**config.mk**
```make
export PLATFORM = sky130hd
export DESIGN_NAME = adc_result_conflict_control
export DESIGN_NICKNAME = d
export VERILOG_FILES = /design/src/design/adc_ctl_pkg.sv /design/src/design/adc_core_if.sv /design/src/design/adc_seq_core.sv /design/src/design/adc_result_conflict_control.sv
export SDC_FILE = /design/constraint.sdc
export NUM_CORES = 1
export LEC_CHECK = 0
export ABC_AREA = 1
export BUFFER_PORTS_ARGS = -buffer_cell sky130_fd_sc_hd__buf_4
export CAP_MARGIN = 10
export CORE_MARGIN = 4
export CORE_UTILIZATION = 39
export CTS_BUF_LIST = sky130_fd_sc_hd__clkbuf_8
export DETAILED_ROUTE_END_ITERATION = 8
export SLEW_MARGIN = 20
export SYNTH_ARGS = -nofsm -noshare
export SYNTH_HDL_FRONTEND = slang
export SYNTH_SLANG_ARGS = --single-unit
```
**constraint.sdc**
```tcl
create_clock -name i_clock -period 1.9 [get_ports i_clock]
set_clock_uncertainty 0.15 [all_clocks]
set_input_delay 0.095 -clock i_clock [delete_from_list [all_inputs] [get_ports i_clock]]
set_output_delay 0.095 -clock i_clock [all_outputs]
set_load 0.02 [all_outputs]
```
**src/design/adc_ctl_pkg.sv**
```systemverilog
// Constants shared by the converter control block and its sequencer
// Function
// (RULE1) Result read wins; store new result afterwards
// (RULE2) Config write at end drops result, no interrupt
// (RULE3) Channel rewrite never clears the end flag
// (RULE4) Old channel result may land before rewrite
// (RULE5) Software clears end flag before resuming conversion
// (RULE6) Software clears start bit before STOP mode
// (RULE7) Clearing enable with start powers comparator down
// (RULE8) Standby restart: clear end flag, then start
// (RULE9) Start within 1 us of enable: suspect result
// (RULE10) Config or port writes may spoil result registers
// (RULE11) Software reads result before config writes
// (RULE12) 1.45 V reference only in high-speed main mode
// (RULE13) No pin changes during conversion
// (RULE14) Conversion time spans sampling through digital output
// (RULE15) 10-bit result, high byte view, end-only update
package adc_ctl_pkg;
  // ==========================================================
  // Register offsets
  localparam logic [3:0] OFS_MODE0 = 4'h0;
  localparam logic [3:0] OFS_CHAN = 4'h1;
  localparam logic [3:0] OFS_PORT_CFG = 4'h2;
  localparam logic [3:0] OFS_PORT_MODE = 4'h3;
  localparam logic [3:0] OFS_RESULT = 4'h4;
  localparam logic [3:0] OFS_RESULT_HI = 4'h5;
  localparam logic [3:0] OFS_IRQ_FLAG = 4'h6;
  localparam logic [3:0] OFS_IRQ_MASK = 4'h7;
  localparam logic [3:0] OFS_STATUS = 4'h8;
  // ==========================================================
  // Field positions and widths
  localparam int START_BIT = 7;
  localparam int ENABLE_BIT = 0;
  localparam int END_FLAG_BIT = 0;
  localparam int RES_W = 10;
  localparam int CHAN_W = 5;
  localparam int PCFG_W = 4;
  localparam int ST_BUSY = 0;
  localparam int ST_SAMPLING = 1;
  localparam int ST_VALID = 2;
  localparam int ST_SUSPECT = 3;
  localparam int ST_PENDING = 4;
  // ==========================================================
  // Reset values
  localparam logic [7:0] MODE0_RST = 8'h00;
  localparam logic [4:0] CHAN_RST = 5'h00;
  localparam logic [3:0] PCFG_RST = 4'h0;
  localparam logic [7:0] PMODE_RST = 8'hff;
  localparam logic [7:0] MASK_RST = 8'h00;
  // ==========================================================
  // Timing
  localparam int CLK_PERIOD_NS = 40;
  localparam int STAB_TIME_NS = 1000;
  localparam int STAB_CYCLES = (STAB_TIME_NS + CLK_PERIOD_NS - 1) / CLK_PERIOD_NS;
  localparam int SAMPLE_TIME_NS = 1000;
  localparam int SAMPLE_CYCLES = (SAMPLE_TIME_NS + CLK_PERIOD_NS - 1) / CLK_PERIOD_NS;
  localparam int CONVERT_CYCLES = RES_W + 2;
  localparam int CONV_TOTAL_CYCLES = SAMPLE_CYCLES + CONVERT_CYCLES;
  localparam int CNT_W = 8;
endpackage

```
**src/design/adc_core_if.sv**
```systemverilog
// Signals between the register side and the conversion sequencer
`timescale 1ns/1ps
interface adc_core_if;
  logic enable;
  logic start;
  logic done;
  logic sampling;
  logic busy;
  logic [9:0] code;
  modport ctl (output enable, output start, input done, input sampling, input busy, input code);
  modport core (input enable, input start, output done, output sampling, output busy, output code);
endinterface

```
**src/design/adc_seq_core.sv**
```systemverilog
// Conversion sequencer: sampling interval, successive approximation, end pulse
`timescale 1ns/1ps
module adc_seq_core (
  // Clock and reset
  input wire logic i_clock,
  input wire logic i_rst_b,
  // Comparator code from the approximation logic
  input wire logic [9:0] i_sar_code,
  // Control link
  adc_core_if.core lnk
);
  typedef enum logic [1:0] {IDLE, SAMPLE, CONVERT, FINISH} seq_state_type;
  seq_state_type state_q;
  logic [adc_ctl_pkg::CNT_W-1:0] cnt_q;
  logic done_q;
  logic [9:0] code_q;
  logic run;

  // Running needs both enable and start
  assign run = lnk.enable && lnk.start;

  // ==========================================================
  // Sequencer; conversion time counted from sampling to output
  always_ff @(posedge i_clock or negedge i_rst_b)
  begin
    if (!i_rst_b)
    begin
      state_q <= IDLE;
      cnt_q <= '0;
    end
    else if (!run)
    begin
      state_q <= IDLE; // Start bit cleared aborts any conversion [RULE6] [RULE7]
      cnt_q <= '0;
    end
    else
    begin
      case (state_q)
        IDLE:
        begin
          state_q <= SAMPLE;
          cnt_q <= '0;
        end
        SAMPLE:
        begin
          if (cnt_q == adc_ctl_pkg::CNT_W'(adc_ctl_pkg::SAMPLE_CYCLES - 1))
          begin
            state_q <= CONVERT; // Sampling is part of conversion time [RULE14]
            cnt_q <= '0;
          end
          else
          begin
            cnt_q <= cnt_q + 1'b1;
          end
        end
        CONVERT:
        begin
          if (cnt_q == adc_ctl_pkg::CNT_W'(adc_ctl_pkg::CONVERT_CYCLES - 1))
          begin
            state_q <= FINISH;
          end
          else
          begin
            cnt_q <= cnt_q + 1'b1;
          end
        end
        default:
        begin
          state_q <= SAMPLE; // Repeat while start stays set
          cnt_q <= '0;
        end
      endcase
    end
  end

  // End pulse and captured code
  always_ff @(posedge i_clock or negedge i_rst_b)
  begin
    if (!i_rst_b)
    begin
      done_q <= 1'b0;
      code_q <= '0;
    end
    else
    begin
      done_q <= run && state_q == CONVERT
        && cnt_q == adc_ctl_pkg::CNT_W'(adc_ctl_pkg::CONVERT_CYCLES - 1); // [RULE14]
      if (run && state_q == CONVERT)
      begin
        code_q <= i_sar_code;
      end
    end
  end

  assign lnk.done = done_q;
  assign lnk.code = code_q;
  assign lnk.sampling = state_q == SAMPLE;
  assign lnk.busy = state_q != IDLE;
endmodule

```
**src/design/adc_result_conflict_control.sv**
```systemverilog
// Converter control: registers, result arbitration, end flag and interrupt
//
// Decided for this implementation: the register addresses and the plain strobed port.
`timescale 1ns/1ps
module adc_result_conflict_control (
  // Clock and reset
  input wire logic i_clock,
  input wire logic i_rst_b,
  // Register port
  input wire logic [3:0] i_addr,
  input wire logic [7:0] i_wdata,
  input wire logic i_wr,
  input wire logic i_rd,
  output logic [9:0] o_rdata,
  // Approximation logic
  input wire logic [9:0] i_sar_code,
  // Analog controls
  output logic o_comp_power,
  output logic o_sample_switch,
  output logic [4:0] o_chan_sel,
  output logic [3:0] o_port_cfg,
  output logic [7:0] o_port_mode,
  // Interrupt
  output logic o_irq
);
  adc_core_if lnk ();

  // ==========================================================
  // Register state
  logic [7:0] mode0_q;
  logic [4:0] chan_q;
  logic [3:0] pcfg_q;
  logic [7:0] pmode_q;
  logic [9:0] result_q;
  logic [9:0] pend_code_q;
  logic pend_q;
  logic valid_q;
  logic end_flag_q;
  logic [7:0] mask_q;
  logic [adc_ctl_pkg::CNT_W-1:0] stab_q;
  logic early_q;
  logic suspect_q;
  logic [9:0] rdata_q;
  logic irq_q;
  logic power_q;
  logic sample_q;

  // ==========================================================
  // Address decode
  logic wr_mode;
  logic wr_chan;
  logic wr_pcfg;
  logic wr_pmode;
  logic wr_flag;
  logic wr_mask;
  logic rd_res;
  logic cfg_wr;
  logic store;
  logic stab_done;
  logic start_wr;

  always_comb
  begin
    wr_mode = 1'b0;
    wr_chan = 1'b0;
    wr_pcfg = 1'b0;
    wr_pmode = 1'b0;
    wr_flag = 1'b0;
    wr_mask = 1'b0;
    if (i_wr)
    begin
      if (i_addr == adc_ctl_pkg::OFS_MODE0)
      begin
        wr_mode = 1'b1;
      end
      else if (i_addr == adc_ctl_pkg::OFS_CHAN)
      begin
        wr_chan = 1'b1;
      end
      else if (i_addr == adc_ctl_pkg::OFS_PORT_CFG)
      begin
        wr_pcfg = 1'b1;
      end
      else if (i_addr == adc_ctl_pkg::OFS_PORT_MODE)
      begin
        wr_pmode = 1'b1;
      end
      else if (i_addr == adc_ctl_pkg::OFS_IRQ_FLAG)
      begin
        wr_flag = 1'b1;
      end
      else if (i_addr == adc_ctl_pkg::OFS_IRQ_MASK)
      begin
        wr_mask = 1'b1;
      end
    end
  end

  // Result reads and the writes that override an end of conversion
  assign rd_res = i_rd && (i_addr == adc_ctl_pkg::OFS_RESULT
    || i_addr == adc_ctl_pkg::OFS_RESULT_HI);
  assign cfg_wr = wr_mode || wr_chan || wr_pcfg; // [RULE2]
  assign store = lnk.done && !cfg_wr; // Config write wins, result dropped [RULE2]
  assign stab_done = stab_q == adc_ctl_pkg::CNT_W'(adc_ctl_pkg::STAB_CYCLES);
  assign start_wr = wr_mode && i_wdata[adc_ctl_pkg::START_BIT]
    && !mode0_q[adc_ctl_pkg::START_BIT];

  // ==========================================================
  // Control registers written by software
  always_ff @(posedge i_clock or negedge i_rst_b)
  begin
    if (!i_rst_b)
    begin
      mode0_q <= adc_ctl_pkg::MODE0_RST;
    end
    else if (wr_mode)
    begin
      mode0_q <= i_wdata; // Software stops here before STOP mode [RULE6]
    end
  end

  // Channel select; the end flag is not touched here [RULE3]
  always_ff @(posedge i_clock or negedge i_rst_b)
  begin
    if (!i_rst_b)
    begin
      chan_q <= adc_ctl_pkg::CHAN_RST;
    end
    else if (wr_chan)
    begin
      chan_q <= i_wdata[adc_ctl_pkg::CHAN_W-1:0]; // Takes effect next cycle [RULE4]
    end
  end

  // Port configuration and port mode control
  always_ff @(posedge i_clock or negedge i_rst_b)
  begin
    if (!i_rst_b)
    begin
      pcfg_q <= adc_ctl_pkg::PCFG_RST;
      pmode_q <= adc_ctl_pkg::PMODE_RST;
    end
    else
    begin
      if (wr_pcfg)
      begin
        pcfg_q <= i_wdata[adc_ctl_pkg::PCFG_W-1:0];
      end
      if (wr_pmode)
      begin
        pmode_q <= i_wdata;
      end
    end
  end

  // Interrupt mask
  always_ff @(posedge i_clock or negedge i_rst_b)
  begin
    if (!i_rst_b)
    begin
      mask_q <= adc_ctl_pkg::MASK_RST;
    end
    else if (wr_mask)
    begin
      mask_q <= i_wdata;
    end
  end

  // ==========================================================
  // Sequencer link
  assign lnk.enable = mode0_q[adc_ctl_pkg::ENABLE_BIT];
  assign lnk.start = mode0_q[adc_ctl_pkg::START_BIT];

  adc_seq_core seq (
    .i_clock (i_clock),
    .i_rst_b (i_rst_b),
    .i_sar_code (i_sar_code),
    .lnk (lnk.core)
  );

  // ==========================================================
  // Result register with read priority
  always_ff @(posedge i_clock or negedge i_rst_b)
  begin
    if (!i_rst_b)
    begin
      result_q <= '0;
      pend_q <= 1'b0;
      pend_code_q <= '0;
    end
    else if (store && rd_res)
    begin
      pend_q <= 1'b1; // Read served first, store deferred [RULE1]
      pend_code_q <= lnk.code;
    end
    else if (store)
    begin
      result_q <= lnk.code; // Updated only at end of conversion [RULE15]
      pend_q <= 1'b0;
    end
    else if (pend_q)
    begin
      result_q <= pend_code_q; // Deferred store after the read [RULE1]
      pend_q <= 1'b0;
    end
  end

  // Result validity; configuration and port writes spoil it
  always_ff @(posedge i_clock or negedge i_rst_b)
  begin
    if (!i_rst_b)
    begin
      valid_q <= 1'b0;
    end
    else if (store)
    begin
      valid_q <= 1'b1; // Old channel result may still land [RULE4]
    end
    else if (cfg_wr || wr_pmode)
    begin
      valid_q <= 1'b0; // Content no longer trusted [RULE10] [RULE11]
    end
  end

  // ==========================================================
  // End flag: set wins over a write-one clear
  always_ff @(posedge i_clock or negedge i_rst_b)
  begin
    if (!i_rst_b)
    begin
      end_flag_q <= 1'b0;
    end
    else if (store)
    begin
      end_flag_q <= 1'b1; // No set when a config write collides [RULE2]
    end
    else if (wr_flag && i_wdata[adc_ctl_pkg::END_FLAG_BIT])
    begin
      end_flag_q <= 1'b0; // Cleared before restart [RULE5] [RULE8]
    end
  end

  // ==========================================================
  // Stabilisation after enable and early start detection
  always_ff @(posedge i_clock or negedge i_rst_b)
  begin
    if (!i_rst_b)
    begin
      stab_q <= '0;
    end
    else if (!mode0_q[adc_ctl_pkg::ENABLE_BIT])
    begin
      stab_q <= '0;
    end
    else if (!stab_done)
    begin
      stab_q <= stab_q + 1'b1; // Counts the 1 us settle time [RULE9]
    end
  end

  // Early start marks the next result as suspect
  always_ff @(posedge i_clock or negedge i_rst_b)
  begin
    if (!i_rst_b)
    begin
      early_q <= 1'b0;
      suspect_q <= 1'b0;
    end
    else
    begin
      if (start_wr && (!stab_done || !mode0_q[adc_ctl_pkg::ENABLE_BIT]))
      begin
        early_q <= 1'b1; // Start within settle time [RULE9]
      end
      else if (store)
      begin
        early_q <= 1'b0;
      end
      if (store)
      begin
        suspect_q <= early_q; // First result flagged for discard [RULE9]
      end
    end
  end

  // ==========================================================
  // Read data, valid only in the cycle after the read strobe
  always_ff @(posedge i_clock or negedge i_rst_b)
  begin
    if (!i_rst_b)
    begin
      rdata_q <= '0;
    end
    else if (!i_rd)
    begin
      rdata_q <= '0;
    end
    else if (i_addr == adc_ctl_pkg::OFS_MODE0)
    begin
      rdata_q <= {2'h0, mode0_q};
    end
    else if (i_addr == adc_ctl_pkg::OFS_CHAN)
    begin
      rdata_q <= {5'h00, chan_q};
    end
    else if (i_addr == adc_ctl_pkg::OFS_PORT_CFG)
    begin
      rdata_q <= {6'h00, pcfg_q};
    end
    else if (i_addr == adc_ctl_pkg::OFS_PORT_MODE)
    begin
      rdata_q <= {2'h0, pmode_q};
    end
    else if (i_addr == adc_ctl_pkg::OFS_RESULT)
    begin
      rdata_q <= result_q; // Old value when colliding with a store [RULE1] [RULE15]
    end
    else if (i_addr == adc_ctl_pkg::OFS_RESULT_HI)
    begin
      rdata_q <= {2'h0, result_q[9:2]}; // High-order byte view [RULE15]
    end
    else if (i_addr == adc_ctl_pkg::OFS_IRQ_FLAG)
    begin
      rdata_q <= {9'h000, end_flag_q};
    end
    else if (i_addr == adc_ctl_pkg::OFS_IRQ_MASK)
    begin
      rdata_q <= {2'h0, mask_q};
    end
    else if (i_addr == adc_ctl_pkg::OFS_STATUS)
    begin
      rdata_q <= {5'h00, pend_q, suspect_q, valid_q, lnk.sampling, lnk.busy};
    end
    else
    begin
      rdata_q <= '0; // Unmapped reads return zero
    end
  end

  // ==========================================================
  // Interrupt and analog control outputs
  always_ff @(posedge i_clock or negedge i_rst_b)
  begin
    if (!i_rst_b)
    begin
      irq_q <= 1'b0;
      power_q <= 1'b0;
      sample_q <= 1'b0;
    end
    else
    begin
      irq_q <= end_flag_q && mask_q[adc_ctl_pkg::END_FLAG_BIT];
      power_q <= mode0_q[adc_ctl_pkg::ENABLE_BIT]; // Off when enable cleared [RULE7]
      sample_q <= lnk.sampling; // Switch closed only while sampling [RULE13]
    end
  end

  assign o_rdata = rdata_q;
  assign o_irq = irq_q;
  assign o_comp_power = power_q;
  assign o_sample_switch = sample_q;
  assign o_chan_sel = chan_q;
  assign o_port_cfg = pcfg_q;
  assign o_port_mode = pmode_q;
endmodule

```
==> impl_metrics.toml, run 1 <==
[setup_path]
cp_max_fo = 4
crit_chain = "dlygate4sd3_1 -> buf_4 -> nand2_2 -> nor2_4 -> nand2_1 -> mux2_2 -> dlygate4sd3_1"
critPathArrivalTime_ns = 1.91
cpMaxStageDelayCell = "dlygate4sd3_1"
crit_type = "input pin to register"
setup.worst_path.end_class = "register"
critical-path-max-stage-delay_ns = 0.56
cp_top_family = "buffers and inverters"
critical_path.n_buffers_inverters = 3
critPathLaunchType = "input pin"
crit_required_ns = 2.01
cp_common_cell = "dlygate4sd3_1"

[synth]
yosys.area_share.simple = 0.216
synth_cells = 540
synth_compound_area_frac = 0.152
synth_top_family_by_area = "simple AND/OR/NAND/NOR gates"
synth_seq_cells = 100
synth_fa_ha_area_frac = 0.0207
syn_avg_cell_area_um2 = 8.97
yosysWarnings = 0
yosysSeqAreaShare = 0.519
syn_nets = 574
syn_area_um2 = 4840
synth_cell_type_count = 34
synth_mux_area_frac = 0.00465
synth_xor_xnor_area_share = 0.00542

[drt]
num_vias = 3860
first_pass_iters = 4
via_per_inst = 4.80
drt_iter0_markers = 242
wirelength_um = 10900
ant_nets = 0
routedWlPerCell_um = 13.5
route.detailed.drc = 0

[cells_and_area]
final_cells = 805
nets = 666
num_antenna_cells = 0
final_common_cell = "nand2_1"
final_cell_mix = "103 x nand2_1, 92 x dfrtp_1, 70 x inv_1"
drive_above_1_share = 0.268
postLayoutCoreUtil = 0.493
syn_to_final_growth_pct = 22.9

[floorplanning]
core_area_um2 = 12100
start_util = 0.402
dieArea_um2 = 14300
fp.dieH_um = 119
rows = 40
die_x_um = 119
pin_count = 56

[sta]
fin_crit_ns = 1.81
slew_viol_final = 0
relSlewSlack = 0.621
finalCritPeriodShare = 0.950
fin_tns_setup_ns = 0
holdWs_ns = 0.0148
fmax_mhz = 554
tightestPinTransition_ns = 0.568
fin_ws_ns = 0.0946
setup_violations = 0
hold_viol = 0

[placement]
place_ws_ns = 0.103
port_buffers = 55
place.gp.congestion = 0.870
dp_hpwl_um = 7940
placed_cells = 761

[clock_tree]
path_clk_slew_ns = 0.09
h-tree-depth = 3
clock-sinks = 100
cts_buffers = 9
root_buffer = "clkbuf_8"
clk_path_buf_depth = 2
cts_tree = "built"
clk_latency_ns = 0.38

[grt]
grt.total_usage = 0.159
grt_max_degree = 43
grt_pass1_vias = 3803
antenna_found_initial = 0
grt.overflow.total = 0
grt_pass1_wl_um = 18400

[min_path]
hold_class = "input pin to register"

[flow_run]
drv_cap = 0

[power]
peakVddDrop_v = 0.000332
powerDensity_nw_per_um2 = 851
leakagePower_nw = 2.86

[run_status]
status = "complete, no violations"
==> routing by layer <==
metal,vias to the layer above,track usage,part of all wire
met2,77,0.261,0.49
met4,0,0.0651,0.019
li1,1935,-,-
met3,17,0.0337,0.040
met1,1831,0.206,0.45
met5,-,0,0
==> state kept, by name, summed over array words and instances (netlist names), 2 cells and up <==
name / flops
mask_q: 8
o_port_mode: 8
o_chan_sel: 5
seq.state_q: 2
o_rdata: 10
seq.cnt_q: 8
result_q: 10
o_port_cfg: 4
seq.lnk.code: 10
mode0_q: 8
stab_q: 8
pend_code_q: 10
==> where the power goes <==
group          leakage (nW)  internal, mW  switching, mW  total [mW]
registers              1.25          2.47          0.185        2.65
logic                  1.51         0.447          0.702        1.15
clock network        0.0978         0.513          0.750        1.26
total                  2.86          3.43           1.64        5.07
==> per-stage QoR <==
stage / area (µm²) / total power, mW
after floorplan: 4840 / 3.30
after global placement: 5490 / 3.74
after detailed placement: 5490 / 3.80
after CTS: 5930 / 5.12
after global routing: 5950 / 5.37
final: 5950 / 5.07
==> worst paths after layout <==
| check | start | end | slack (ns) | depth (start not counted) |
|---|---|---|---|---|
| hold reg to reg | mode0_q[3] | mode0_q[3] | 0.34 | 2 |
| setup / recovery | i_addr[0] | mask_q[0] | 0.09 | 7 |
| hold / removal | i_addr[3] | valid_q | 0.01 | 5 |
| max in group asynchronous | i_rst_b | o_port_mode[7] | 0.85 | 3 |
| min in group asynchronous | i_rst_b | mask_q[3] | 0.11 | 2 |
| setup reg to reg | seq.state_q[0] | seq.cnt_q[2] | 0.11 | 11 |
==> Yosys cell counts <==
| master | count | area (µm²) |
|---|---|---|
| a21boi_0 | 1 | 7.51 |
| a21oi_1 | 14 | 70.1 |
| buf_2 | 4 | 20.0 |
| buf_6 | 6 | 67.6 |
| clkbuf_1 | 2 | 7.51 |
| dfrtp_1 | 92 | 2300 |
| dfstp_2 | 8 | 210 |
| ha_1 | 8 | 100 |
| inv_1 | 70 | 263 |
| inv_2 | 10 | 37.5 |
| inv_4 | 1 | 6.26 |
| mux2_2 | 2 | 22.5 |
| nand2_1 | 103 | 387 |
| nand2_2 | 24 | 150 |
| nand2_4 | 1 | 11.3 |
| nand3_1 | 29 | 145 |
| nand3_2 | 1 | 10.0 |
| nand4_1 | 8 | 50.1 |
| nor2_1 | 20 | 75.1 |
| nor2_2 | 5 | 31.3 |
| nor2_4 | 4 | 45.0 |
| nor2_8 | 3 | 60.1 |
| nor3_1 | 6 | 30.0 |
| nor3_4 | 1 | 16.3 |
| nor3b_1 | 2 | 15.0 |
| nor4_1 | 1 | 6.26 |
| o211ai_1 | 2 | 15.0 |
| o21ai_0 | 54 | 270 |
| o21ai_1 | 18 | 90.1 |
| o21ai_2 | 26 | 228 |
| o22ai_1 | 9 | 56.3 |
| or2_0 | 1 | 6.26 |
| or2_2 | 1 | 6.26 |
| xor2_1 | 3 | 26.3 |
==> final cells by class <==
type	count	area, µm²
clock buffer	10	138
clock inverter	6	40.0
fill	1142	6110
inverter	81	307
multi-input combinational	347	1940
sequential	100	2510
tap	168	210
timing repair buffer	93	803
==> cell families (layout without fill, tap and decap cells) <==
kind of cell    count (synthesis)  after routing
simple gates                  210            210
flops                         100            100
fa+ha+maj                       8              8
compound gates                124            124
buf+inv                        93            190
xor+xnor                        3              3
mux                             2              2
==> tightest hold or removal path, stage by stage <==
cell	delay, ns
buf_4	0.11
nor2_4	0.05
nand3_2	0.08
nand2_4	0.09
nand2_1	0.08
==> what timing repair did <==
item / 4_1_cts / 5_1_grt
hold endpoints to repair: 120 / 0
setup endpoints to repair: 0 / 6
buffers inserted: 0 / 1
gates resized for setup: 0 / 5
hold buffers: 27 / 0
(Power assumes the default switching activity.)
==> inputs of run 2 (changes only) <==
- CORE_UTILIZATION: 39 -> 60
- PLACE_DENSITY: not set -> 0.82
- clock period: 1.9 -> 2.26 ns (I/O delays scaled with it)
==> run 2 against run 1 <==
Largest power group unchanged. Power shrank 18%. Sequential share of layout area up 1.8 points. Die area down 33%. Non-clock buffer count is 13 lower. Largest cell class unchanged. Hold slack better by 0.019 ns.
==> impl_metrics.toml, run 2 (synthesis gave the netlist of run 1 again) <==
[floorplanning]
rows = 32
start_util = 0.621
dieArea_um2 = 9580
core_area_um2 = 7810
pin_count = 56
die_x_um = 97.9
fp.dieH_um = 97.9

[drt]
routedWlPerCell_um = 13.8
wl_met2_um = 5010
num_vias = 3815
route.detailed.drc = 0
wl_met1_um = 4340
via_per_inst = 5.25
ant_nets = 0
wirelength_um = 9990
routed.top_layer = "met4"
dr_wl_met3_um = 495
first_pass_iters = 5
drt_iter0_markers = 205

[sta]
rsz0062_at_grt = "no"
slew_viol_final = 0
setup_violations = 0
fmax_mhz = 537
tightestPinTransition_ns = 0.512
relSlewSlack = 0.659
finalCritPeriodShare = 0.825
hold_viol = 0
fin_crit_ns = 1.86
holdWs_ns = 0.0334
fin_tns_setup_ns = 0

[power]
p_comb_frac = 0.222
peakVddDrop_v = 0.000441
seq_power_share = 0.538
leakagePower_nw = 2.78
powerDensity_nw_per_um2 = 727
p_clk_frac = 0.240
internal-power_mw = 2.82
p_switching_mw = 1.33
swShare = 0.321

[flow_run]
drv_cap = 0

[clock_tree]
clk_latency_ns = 0.36
path_clk_slew_ns = 0.09
h-tree-depth = 3
clock-sinks = 100
root_buffer = "clkbuf_8"
cts_buffers = 9
post_cts_resized = 0
clk_path_buf_depth = 2
postCtsSetupBuffers = 0
cts_tree = "built"

[setup_path]
setup.worst_path.end_class = "register"
crit_chain = "inv_1 -> ha_1 -> inv_1 -> nor2_1 -> a21boi_0 -> nor2_1 -> nor2_1"
cp_common_cell = "nor2_1"
critical_path.n_buffers_inverters = 2
crit_type = "register to register"
critPathArrivalTime_ns = 2.01
cp_max_fo = 3
crit_required_ns = 2.40
critical-path-max-stage-delay_ns = 0.39
critPathLaunchType = "register"
cp_top_family = "simple AND/OR/NAND/NOR gates"
cpMaxStageDelayCell = "a21boi_0"

[placement]
place.gp.congestion = 0.886
dp_hpwl_um = 7330
dpl_cell_area_um2 = 5330
port_buffers = 55

[grt]
grt_pass1_wl_um = 17500
grt.total_usage = 0.222
grt.overflow.total = 0
antenna_found_initial = 0
grt_max_degree = 101
grt_pass1_vias = 3756

[min_path]
hold_class = "input pin to register"

[cells_and_area]
num_antenna_cells = 0
syn_to_final_growth_pct = 17.9
final_cell_mix = "103 x nand2_1, 92 x dfrtp_1, 72 x inv_1"
postLayoutCellArea_um2 = 5710
fill_cells = 587
nets = 653
drive_above_1_share = 0.255
final_common_cell = "nand2_1"

[run_status]
status = "complete, no violations"
[run 2: stage by stage]
stage	total power [mW]	instances	utilization	setup WS, ns
floorplan	2.78	540	-	0.656
global placement	3.11	688	0.682	0.573
detailed placement	3.16	688	0.682	0.442
CTS	4.18	726	0.732	0.412
global route	4.39	726	0.732	0.194
finish	4.16	726	0.732	0.396
[run 2: metal layers]
metal	vias up	GRT usage
li1	1915	-
met5	-	0
met2	92	0.376
met4	0	0.0714
met3	15	0.0443
met1	1793	0.289
[run 2: tightest hold or removal path, delay by kind of cell]
kind,cells,cell delay (ns)
buf+inv,1,0.12
compound gates,1,0.07
simple gates,3,0.21
[run 2: power by group through the flow]
stage / sequential, mW / combinational, mW / clock [mW]
5_1_grt: 2.27 / 1.03 / 1.09
6_report: 2.23 / 0.924 / 0.998
3_3_place_gp: 2.25 / 0.854 / 0
2_1_floorplan: 2.33 / 0.445 / 0
3_5_place_dp: 2.27 / 0.894 / 0
4_1_cts: 2.23 / 0.930 / 1.02
[run 2: area by class of cell]
| class | count | area (µm²) | area share |
|---|---|---|---|
| well taps | 102 | 128 | 0.0223 |
| multi-input cells | 347 | 1930 | 0.338 |
| clock buffers | 9 | 124 | 0.0217 |
| repair buffers | 80 | 668 | 0.117 |
| clock inverters | 7 | 45.0 | 0.00788 |
| inverters | 81 | 307 | 0.0536 |
| flip-flops and latches | 100 | 2510 | 0.440 |
[run 2: path summary, 6_finish.rpt]
kind | start | end | slack [ns] | depth (start not counted)
max | seq.state_q[0] | seq.cnt_q[2] | 0.40 | 7
min | i_addr[0] | end_flag_q | 0.03 | 5
max reg2reg | seq.state_q[0] | seq.cnt_q[2] | 0.40 | 7
min reg2reg | mode0_q[3] | mode0_q[3] | 0.34 | 2
max in group asynchronous | i_rst_b | o_port_mode[7] | 1.36 | 3
min in group asynchronous | i_rst_b | o_irq | 0.20 | 3
[run 2: what timing repair did]
item,in CTS,in global routing
endpoints found under the setup margin,0,0
hold buffers,22,0
endpoints found under the hold margin,136,0
